## config.mk

```make
export PLATFORM = sky130hd
export DESIGN_NAME = vpsc_top
export DESIGN_NICKNAME = d
export VERILOG_FILES = /design/src/hdl/vpsc_pkg.sv /design/src/hdl/vpsc_top.sv /design/src/hdl/vpsc_sync.sv
export SDC_FILE = /design/constraint.sdc
export NUM_CORES = 1
export LEC_CHECK = 0
export ABC_AREA = 1
export BUFFER_PORTS_ARGS = -buffer_cell sky130_fd_sc_hd__buf_2
export CELL_PAD_IN_SITES_DETAIL_PLACEMENT = 0
export CELL_PAD_IN_SITES_GLOBAL_PLACEMENT = 1
export CORE_MARGIN = 10
export CORE_UTILIZATION = 33
export CTS_BUF_LIST = sky130_fd_sc_hd__clkbuf_16
export DETAILED_ROUTE_END_ITERATION = 8
export PLACE_DENSITY_LB_ADDON = 0.05
export SKIP_CTS_REPAIR_TIMING = 1
export SYNTH_ARGS = -nofsm -noshare
export SYNTH_HDL_FRONTEND = slang
export SYNTH_SLANG_ARGS = --single-unit
```

## constraint.sdc

```tcl
create_clock -name core_clk -period 1.34 [get_ports core_clk]
set_input_delay 0.067 -clock core_clk [delete_from_list [all_inputs] [get_ports core_clk]]
set_output_delay 0.067 -clock core_clk [all_outputs]
set_load 0.02 [all_outputs]
```

## src/hdl/vpsc_pkg.sv

```systemverilog
// Package for the video port sideband control block.
// Assumes a single 125 MHz core clock and a plain strobe register port.
package vpsc_pkg;
  // Register byte offsets
  localparam logic [7:0] VPSC_OFS_CTRL  = 8'h00;
  localparam logic [7:0] VPSC_OFS_STAT  = 8'h04;
  localparam logic [7:0] VPSC_OFS_ISTAT = 8'h08;
  localparam logic [7:0] VPSC_OFS_IMASK = 8'h0c;
  localparam logic [7:0] VPSC_OFS_LINK  = 8'h10;
  // Control register fields
  localparam int VPSC_CTRL_DRV_EN    = 0;
  localparam int VPSC_CTRL_HP_ASSERT = 1;
  localparam int VPSC_CTRL_CEC_LOW = 2;
  localparam int VPSC_CTRL_SRC_EN  = 3;
  localparam int VPSC_CTRL_DP_EN   = 4;
  localparam int VPSC_CTRL_W       = 5;
  localparam logic [VPSC_CTRL_W-1:0] VPSC_CTRL_RST = 5'h00;
  // Link register fields: lane count in [1:0], rate select in [2]
  localparam int VPSC_LINK_LANE_LSB = 0;
  localparam int VPSC_LINK_LANE_W   = 2;
  localparam int VPSC_LINK_RATE     = 2;
  localparam int VPSC_LINK_W        = 3;
  localparam logic [VPSC_LINK_W-1:0] VPSC_LINK_RST = 3'h1;
  localparam logic [VPSC_LINK_LANE_W-1:0] VPSC_MAX_LANES = 2'h2;
  // Event bits shared by interrupt status and mask
  localparam int VPSC_EV_SRC_HPD_UP = 0;
  localparam int VPSC_EV_SRC_HPD_DN = 1;
  localparam int VPSC_EV_DP_HPD_UP  = 2;
  localparam int VPSC_EV_DP_HPD_DN  = 3;
  localparam int VPSC_EV_CAP_DONE   = 4;
  localparam int VPSC_EV_TRAIN_DONE = 5;
  localparam int VPSC_EV_CEC_FALL   = 6;
  localparam int VPSC_EV_DDC_SCL    = 7;
  localparam int VPSC_EV_W          = 8;
  // Live status fields
  localparam int VPSC_ST_SRC_HPD  = 0;
  localparam int VPSC_ST_DP_HPD   = 1;
  localparam int VPSC_ST_VIDEO    = 2;
  localparam int VPSC_ST_LINK_UP  = 3;
  localparam int VPSC_ST_HP_ASSERT = 4;
  localparam int VPSC_ST_CEC      = 5;
  localparam int VPSC_ST_CHAN_LSB = 8;
  localparam int VPSC_ST_W        = 12;
  localparam logic [3:0] VPSC_TMDS_CHANNELS = 4'h3;
  // Source port sequence
  typedef enum logic [2:0] {
    VPSC_SRC_IDLE  = 3'b001,
    VPSC_SRC_QUERY = 3'b010,
    VPSC_SRC_VIDEO = 3'b100
  } vpsc_src_t;
  // DisplayPort link sequence
  typedef enum logic [2:0] {
    VPSC_DP_IDLE  = 3'b001,
    VPSC_DP_TRAIN = 3'b010,
    VPSC_DP_UP    = 3'b100
  } vpsc_dp_t;
endpackage : vpsc_pkg

```

## src/hdl/vpsc_top.sv

```systemverilog
// Sideband control for the buffered video ports and the DisplayPort source.
// Assumes a DDC responder, capability reader and link trainer alongside on core_clk.
`timescale 1ns/1ns

module vpsc_top
(
  // Clock and reset
  input  wire logic                            core_clk,
  input  wire logic                            nrst,
  // Register port
  input  wire logic [7:0]                      reg_addr,
  input  wire logic [31:0]                     reg_wdata,
  input  wire logic                            reg_wr,
  input  wire logic                            reg_rd,
  output logic      [31:0]                     reg_rdata,
  output logic                                 irq,
  // Input port pins
  output logic                                 input_buffer_drive_enable,
  output logic                                 hot_plug_assert_out,
  input  wire logic                            sink_ddc_scl_in,
  input  wire logic                            sink_ddc_sda_in,
  output logic                                 sink_ddc_sda_out,
  output logic                                 sink_ddc_sda_oe,
  input  wire logic                            cec_in,
  output logic                                 cec_out,
  output logic                                 cec_oe,
  // Output port and DisplayPort hot-plug pins
  input  wire logic                            src_hpd_in,
  input  wire logic                            dp_hpd_in,
  // DDC responder on the input port
  input  wire logic                            ddc_responder_ready,
  input  wire logic                            ddc_responder_sda_low,
  output logic                                 ddc_scl_sync,
  output logic                                 ddc_sda_sync,
  // Capability reader on the output port
  output logic                                 cap_query_start,
  input  wire logic                            cap_query_done,
  output logic                                 video_enable,
  // Link trainer
  output logic                                 dp_train_start,
  input  wire logic                            dp_train_done,
  output logic                                 dp_link_up,
  output logic [vpsc_pkg::VPSC_LINK_LANE_W-1:0] dp_lane_count,
  output logic                                 dp_rate_high
);
  import vpsc_pkg::*;
  ////////////////////////////////////////////////////////////////////////////
  // Pin synchronisers
  localparam int NSYNC = 5;
  logic [NSYNC-1:0] s_lvl;
  logic [NSYNC-1:0] s_rise;
  logic [NSYNC-1:0] s_fall;

  vpsc_sync #(.W(NSYNC)) u_sync (
    .core_clk (core_clk),
    .nrst     (nrst),
    .pin_in   ({sink_ddc_sda_in, sink_ddc_scl_in, cec_in, dp_hpd_in, src_hpd_in}),
    .level    (s_lvl),
    .rise     (s_rise),
    .fall     (s_fall)
  );

  wire src_hpd = s_lvl[0];
  wire dp_hpd  = s_lvl[1];
  wire cec_lvl = s_lvl[2];
  assign ddc_scl_sync = s_lvl[3];
  assign ddc_sda_sync = s_lvl[4];

  ////////////////////////////////////////////////////////////////////////////
  // Registers
  logic [VPSC_CTRL_W-1:0] ctrl_r;
  logic [VPSC_LINK_W-1:0] link_r;
  logic [VPSC_EV_W-1:0]   istat_r;
  logic [VPSC_EV_W-1:0]   istat_nxt;
  logic [VPSC_EV_W-1:0]   imask_r;
  logic [31:0]            rdata_r;
  logic [31:0]            rdata_nxt;
  vpsc_src_t              src_r;
  vpsc_src_t              src_nxt;
  vpsc_dp_t               dp_r;
  vpsc_dp_t               dp_nxt;

  function automatic logic hit(input logic [7:0] a, input logic [7:0] ofs);
    hit = (a == ofs);
  endfunction : hit

  wire wr_ctrl  = reg_wr && hit(reg_addr, VPSC_OFS_CTRL);
  wire wr_imask = reg_wr && hit(reg_addr, VPSC_OFS_IMASK);
  wire wr_link  = reg_wr && hit(reg_addr, VPSC_OFS_LINK);
  wire rd_istat = reg_rd && hit(reg_addr, VPSC_OFS_ISTAT);

  // Lane requests above the wired maximum are clamped, never stored
  wire [VPSC_LINK_LANE_W-1:0] lane_req = reg_wdata[VPSC_LINK_LANE_LSB +: VPSC_LINK_LANE_W];
  wire [VPSC_LINK_LANE_W-1:0] lane_ok  = (lane_req > VPSC_MAX_LANES) ? VPSC_MAX_LANES :
                                         (lane_req == 2'h0) ? 2'h1 : lane_req;

  wire [VPSC_ST_W-1:0] stat_live = {VPSC_TMDS_CHANNELS, 2'h0, cec_lvl, hot_plug_assert_out,
                                    dp_link_up, video_enable, dp_hpd, src_hpd};

  ////////////////////////////////////////////////////////////////////////////
  // Events and interrupt
  wire [VPSC_EV_W-1:0] ev = {s_rise[3], s_fall[2], dp_train_done && (dp_r == VPSC_DP_TRAIN),
                             cap_query_done && (src_r == VPSC_SRC_QUERY),
                             s_fall[1], s_rise[1], s_fall[0], s_rise[0]};

  // A read clears the status, but an event in the same cycle survives
  assign istat_nxt = (rd_istat ? '0 : istat_r) | ev;
  assign irq       = |(istat_r & imask_r);

  assign rdata_nxt = !reg_rd                         ? 32'h0 :
                     hit(reg_addr, VPSC_OFS_CTRL)  ? {27'h0, ctrl_r} :
                     hit(reg_addr, VPSC_OFS_STAT)  ? {20'h0, stat_live} :
                     hit(reg_addr, VPSC_OFS_ISTAT) ? {24'h0, istat_r} :
                     hit(reg_addr, VPSC_OFS_IMASK) ? {24'h0, imask_r} :
                     hit(reg_addr, VPSC_OFS_LINK)  ? {29'h0, link_r} : 32'h0;

  always_ff @(posedge core_clk)
  begin
    if (!nrst)
    begin
      ctrl_r  <= VPSC_CTRL_RST;
      link_r  <= VPSC_LINK_RST;
      istat_r <= '0;
      imask_r <= '0;
      rdata_r <= 32'h0;
    end
    else
    begin
      if (wr_ctrl)
        ctrl_r <= reg_wdata[VPSC_CTRL_W-1:0];
      if (wr_imask)
        imask_r <= reg_wdata[VPSC_EV_W-1:0];
      if (wr_link)
        link_r <= {reg_wdata[VPSC_LINK_RATE], lane_ok};
      istat_r <= istat_nxt;
      rdata_r <= rdata_nxt;
    end
  end

  assign reg_rdata = rdata_r;

  ////////////////////////////////////////////////////////////////////////////
  // Input port: buffer enable, hot-plug assert, DDC slave, CEC
  assign input_buffer_drive_enable = ctrl_r[VPSC_CTRL_DRV_EN];
  // Dropping the assert the moment the responder goes away avoids a source reading junk
  assign hot_plug_assert_out = ctrl_r[VPSC_CTRL_HP_ASSERT] && ddc_responder_ready;
  // As a slave the sink never drives SCL and only pulls SDA low
  assign sink_ddc_sda_out = 1'b0;
  assign sink_ddc_sda_oe  = ddc_responder_sda_low;
  assign cec_out = 1'b0;
  assign cec_oe  = ctrl_r[VPSC_CTRL_CEC_LOW];

  ////////////////////////////////////////////////////////////////////////////
  // Source port: query capabilities before any video
  always_comb
  begin
    src_nxt = src_r;
    case (src_r)
      VPSC_SRC_IDLE:
        if (src_hpd && ctrl_r[VPSC_CTRL_SRC_EN])
          src_nxt = VPSC_SRC_QUERY;
      VPSC_SRC_QUERY:
        if (!src_hpd)
          src_nxt = VPSC_SRC_IDLE;
        else if (cap_query_done)
          src_nxt = VPSC_SRC_VIDEO;
      VPSC_SRC_VIDEO:
        if (!src_hpd || !ctrl_r[VPSC_CTRL_SRC_EN])
          src_nxt = VPSC_SRC_IDLE;
      default:
        src_nxt = VPSC_SRC_IDLE;
    endcase
  end

  // DisplayPort: train the link after every attach
  always_comb
  begin
    dp_nxt = dp_r;
    case (dp_r)
      VPSC_DP_IDLE:
        if (dp_hpd && ctrl_r[VPSC_CTRL_DP_EN])
          dp_nxt = VPSC_DP_TRAIN;
      VPSC_DP_TRAIN:
        if (!dp_hpd)
          dp_nxt = VPSC_DP_IDLE;
        else if (dp_train_done)
          dp_nxt = VPSC_DP_UP;
      VPSC_DP_UP:
        if (!dp_hpd || !ctrl_r[VPSC_CTRL_DP_EN])
          dp_nxt = VPSC_DP_IDLE;
      default:
        dp_nxt = VPSC_DP_IDLE;
    endcase
  end

  always_ff @(posedge core_clk)
  begin
    if (!nrst)
    begin
      src_r <= VPSC_SRC_IDLE;
      dp_r  <= VPSC_DP_IDLE;
    end
    else
    begin
      src_r <= src_nxt;
      dp_r  <= dp_nxt;
    end
  end

  assign cap_query_start = (src_r == VPSC_SRC_IDLE) && (src_nxt == VPSC_SRC_QUERY);
  assign video_enable    = (src_r == VPSC_SRC_VIDEO);
  assign dp_train_start  = (dp_r == VPSC_DP_IDLE) && (dp_nxt == VPSC_DP_TRAIN);
  assign dp_link_up      = (dp_r == VPSC_DP_UP);
  // Lanes and rate follow link_r at once, even while the link is trained or up
  assign dp_lane_count   = link_r[VPSC_LINK_LANE_LSB +: VPSC_LINK_LANE_W];
  assign dp_rate_high    = link_r[VPSC_LINK_RATE];
endmodule : vpsc_top

```

## src/hdl/vpsc_sync.sv

```systemverilog
// Two-stage synchroniser with edge pulses for a group of pin inputs.
// Assumes the inputs are asynchronous to clk; edges compare the second stage with a third register, prev_r.
`timescale 1ns/1ns
module vpsc_sync #(
  parameter int W = 1
) (
  // Clock and reset
  input  wire logic         core_clk,
  input  wire logic         nrst,
  // Pins
  input  wire logic [W-1:0] pin_in,
  // Synchronised level and edges
  output logic      [W-1:0] level,
  output logic      [W-1:0] rise,
  output logic      [W-1:0] fall
);
  logic [W-1:0] meta_r;
  logic [W-1:0] sync_r;
  logic [W-1:0] prev_r;
  // Edges are held off until prev_r holds a real pin sample, so idle-high pins give no false edge
  localparam int FILL = 3;
  logic [FILL-1:0] fill_r;
  wire  [W-1:0]    edge_ok = {W{fill_r[FILL-1]}};

  always_ff @(posedge core_clk)
  begin
    if (!nrst)
    begin
      meta_r <= '0;
      sync_r <= '0;
      prev_r <= '0;
      fill_r <= '0;
    end
    else
    begin
      meta_r <= pin_in;
      sync_r <= meta_r;
      prev_r <= sync_r;
      fill_r <= {fill_r[FILL-2:0], 1'b1};
    end
  end

  assign level = sync_r;
  assign rise  = sync_r & ~prev_r & edge_ok;
  assign fall  = ~sync_r & prev_r & edge_ok;
endmodule : vpsc_sync

```

==> flow_results.org <==
** Yosys
- After synthesis, the mean cell area works out to 7.46 um2.
- Yosys reg bits :: 56
- Number of warnings issued by yosys :: 0
- Counting every instance in the synthesized netlist gives 339.
- Total standard cell area after synthesis :: 2530 um2
- For this run, the register share of the synthesized area comes to 0.443.
- After synthesis, the netlist uses 30 different library cells.

** GRT
- The first global-routing pass estimated 10,400 um of wire.
- In the global route stage, met2 resource usage came out at 0.160.
- Pin count of the biggest net entering global routing :: 25
- Busiest layer in global routing :: met2
- For this run, the total global-route usage over all layers was measured as 0.113.
- The initial antenna violation count was 0.
- In the global route stage, met3 resource usage came out at 0.0377.
- Total congestion overflow :: 0
- Via count of the first global-routing pass :: 2,112
- Met1 layer usage reported by global route :: 0.154

** Worst setup path
- Critical Path Slowest Stage Cell :: dfxtp_2
- Data arrives at the worst endpoint at 1.24 ns.
- Buf/Inv on CP :: 1
- Worst R2R Setup Slack :: approximately 0.22 ns
- Data required time at the worst endpoint :: 1.27 ns
- Critical path start-end classification :: reg -> out
- The largest single stage delay on the critical path is ~0.34 ns.
- The worst register-to-register path begins at src_r[1].
- Peak fanout along the critical path :: 3
- Startpoint type of the worst setup path :: flop
- The endpoint identified for the worst register-to-register timing path is src_r[2].
- The worst setup path is captured at an output pin.
- Traced cell by cell, the critical path runs through a22o_1, a21oi_2, nand3b_1, buf_6.
- In this design, the largest share of critical-path delay is due to flip-flops.
- For the worst flop-to-flop path, the logic depth is 6.

** Power
- Power density over the cells :: 1080 nW/um2
- Overall power consumption after layout is estimated at 3.29 mW.
- Leakage :: 1.57 nW
- Peak supply drop :: 0.491 mV

** Worst hold path
- Min-Delay Path Depth :: 3
- Hold Path End :: imask_r[5]
- The startpoint identified for the worst hold timing path is reg_wdata[5].
- Worst min path class :: in -> reg

** Final layout
- Leading cell type in the layout, fill and taps excluded :: nand2_1
- Post-layout util :: 0.414
- Combined area of the multi-input logic cells :: 1110 um2
- Top library cells by usage in the layout, fill and taps aside :: nand2_1, dfxtp_1, buf_2
- Layout filler cell count :: 786
- Layout cell share with drive strength beyond 1 :: 0.259
- 0 antenna diodes ended up in the layout.
- Combined flip-flop and latch cell area :: 1130 um2
- Once layout is complete, the cells apart from fillers number 500.
- Post-route cell area :: 3050 um2
- Net count of the finished layout :: 453
- Synth-to-layout area growth :: 20.6%

** STA
- Setup violations remaining at the end of the flow were counted as 0.
- Setup repair after global routing could not meet its margin everywhere.
- Number of max-slew violations in the final report :: 0
- Clock skew on the completed layout was measured at 0.00481 ns.
- Period utilization :: 0.978
- Final count of hold timing violations :: 0
- After layout, the minimum clock period comes to 1.31 ns.
- Static timing analysis puts the maximum clock frequency at 763 MHz.

** Place
- After legalization and detailed placement, the total HPWL measured 5290 um.
- Number of I/O port buffers :: 50
- Instance count after placement with tap cells included :: 487
- Placer congestion estimate :: approximately 0.78
- The placed instances occupy a cell area of 2820 um2.

** Detailed routing
- Average routed wire per standard cell :: 13.4 um
- Number of DRC violations after detailed routing :: 0
- After detailed routing, the number of vias per cell comes to 4.32.
- Vias :: 2,159
- In this run, the number of DRC markers left after iteration 0 of detailed routing was 121.
- Detailed Route WL :: 6700 um
- The pre-antenna-repair detailed-routing pass consisted of 4 iterations.
- Detail Route Antenna Nets :: 0

** Floorplanning
- In this run the vertical extent of the chip is 108 um.
- The die is 108 um wide.
- 101 I/O pins were placed.
- The die covers about 12,000 um2.
- Rows :: 31
- Initial Utilization :: 0.343
- The core region is 7370 um2.

** CTS
- Num CTS Buffers :: 5
- Clock tree synthesis selected as its root buffer the cell clkbuf_16.
- The clock reaches the later pin of the worst-skew pair after 0.29 ns.
- Maximum clock path buffer count :: 2
- Deepest level of the CTS H-tree :: 2
- The tree built by TritonCTS fans out to 56 sinks.
- Clock-pin slew was measured on the worst setup and hold paths at 0.08 ns.
- TritonCTS built the clock tree.

** Outcome
- Result of the run :: completed

** Flow run
- Across the run, the number of max-cap violations was 0.
flip-flops by register name, indices dropped and copies added (netlist names):
| name | count |
|---|---|
| u_sync.level | 5 |
| istat_r | 8 |
| src_r | 3 |
| imask_r | 8 |
| u_sync.meta_r | 5 |
| link_r | 3 |
| u_sync.prev_r | 4 |
| dp_r | 3 |
| u_sync.fill_r | 3 |
| reg_rdata | 9 |
| ctrl_r | 5 |
report_power, final:
part / internal [mW] / switching [mW] / leakage [nW] / total [mW]
Clock: 0.710 / 0.627 / 0.0719 / 1.34
Sequential: 1.69 / 0.0136 / 0.457 / 1.70
Combinational: 0.0744 / 0.180 / 1.04 / 0.254
synthesized netlist by cell type:
cell       instances  share of area
a22o_1             3          0.010
buf_2              1         0.0020
clkinv_2           1         0.0020
nand3_1           38          0.075
nand3_2            1         0.0040
a31oi_1            1         0.0025
nand2_1           54          0.080
o31ai_1            2         0.0059
a21oi_1           16          0.032
nand3b_1           2         0.0059
and2_2             1         0.0030
nor2_4             2         0.0089
nand2_4            2         0.0089
or2_2              1         0.0025
nand2_2            5          0.012
o21ai_1            5         0.0099
conb_1             1         0.0015
dfxtp_1           56           0.44
o21ai_0           15          0.030
buf_6              1         0.0045
nor2_2             6          0.015
buf_4             26          0.077
nand4_1            1         0.0025
inv_2              9          0.013
clkbuf_1           4         0.0059
inv_1             35          0.052
nor2_8             2          0.016
o2111ai_1          1         0.0035
nor3_1             3         0.0059
nor2_1            44          0.065
worst max-delay path by stage:
stage,end,slack (ns),cells past startpoint,start
global route,irq,-0.03,4,imask_r[2]
finish,irq,0.03,4,istat_r[6]
floorplan,src_r[1],0.14,5,src_r[2]
CTS,cap_query_start,-0.04,3,u_sync.level[0]
detailed placement,ctrl_r[4],0.11,9,reg_addr[6]
global placement,ctrl_r[4],0.10,9,reg_addr[6]
tightest hold or removal path: cells and delay by family:
kind / cells / cell delay, ns
simple gates: 1 / 0.07
compound gates: 1 / 0.07
buf+inv: 1 / 0.07
through the flow:
| step | hold WS (ns) | TNS [ns] | setup slack (ns) |
|---|---|---|---|
| global route | 0.0315 | -0.0306 | -0.0306 |
| detailed placement | 0.134 | 0 | 0.106 |
| finish | 0.0214 | 0 | 0.0301 |
| global placement | 0.134 | 0 | 0.101 |
| CTS | -0.0597 | -0.0531 | -0.0377 |
| floorplan | 0.0947 | 0 | 0.143 |
area by class of cell:
cell class | instances | area share
clock buffers | 5 | 0.0410
inverters | 45 | 0.0558
repair buffers | 63 | 0.120
multi-input cells | 229 | 0.364
flip-flops and latches | 56 | 0.369
clock inverters | 3 | 0.00902
well taps | 99 | 0.0406
metal layers:
layer	wire (um)	up-vias
met2	2750	58
met1	3390	959
met4	78	0
met3	476	4
li1	-	1138
met5	0	-
cells by family (layout without fill, tap and decap cells):
group | Yosys count | after routing | synth area share
flops | 56 | 56 | 0.443
other cells | 1 | 24 | 0.00148
simple gates | 162 | 162 | 0.305
buf+inv | 77 | 116 | 0.157
compound gates | 43 | 43 | 0.0935
Power figures use the tool's default switching activity.
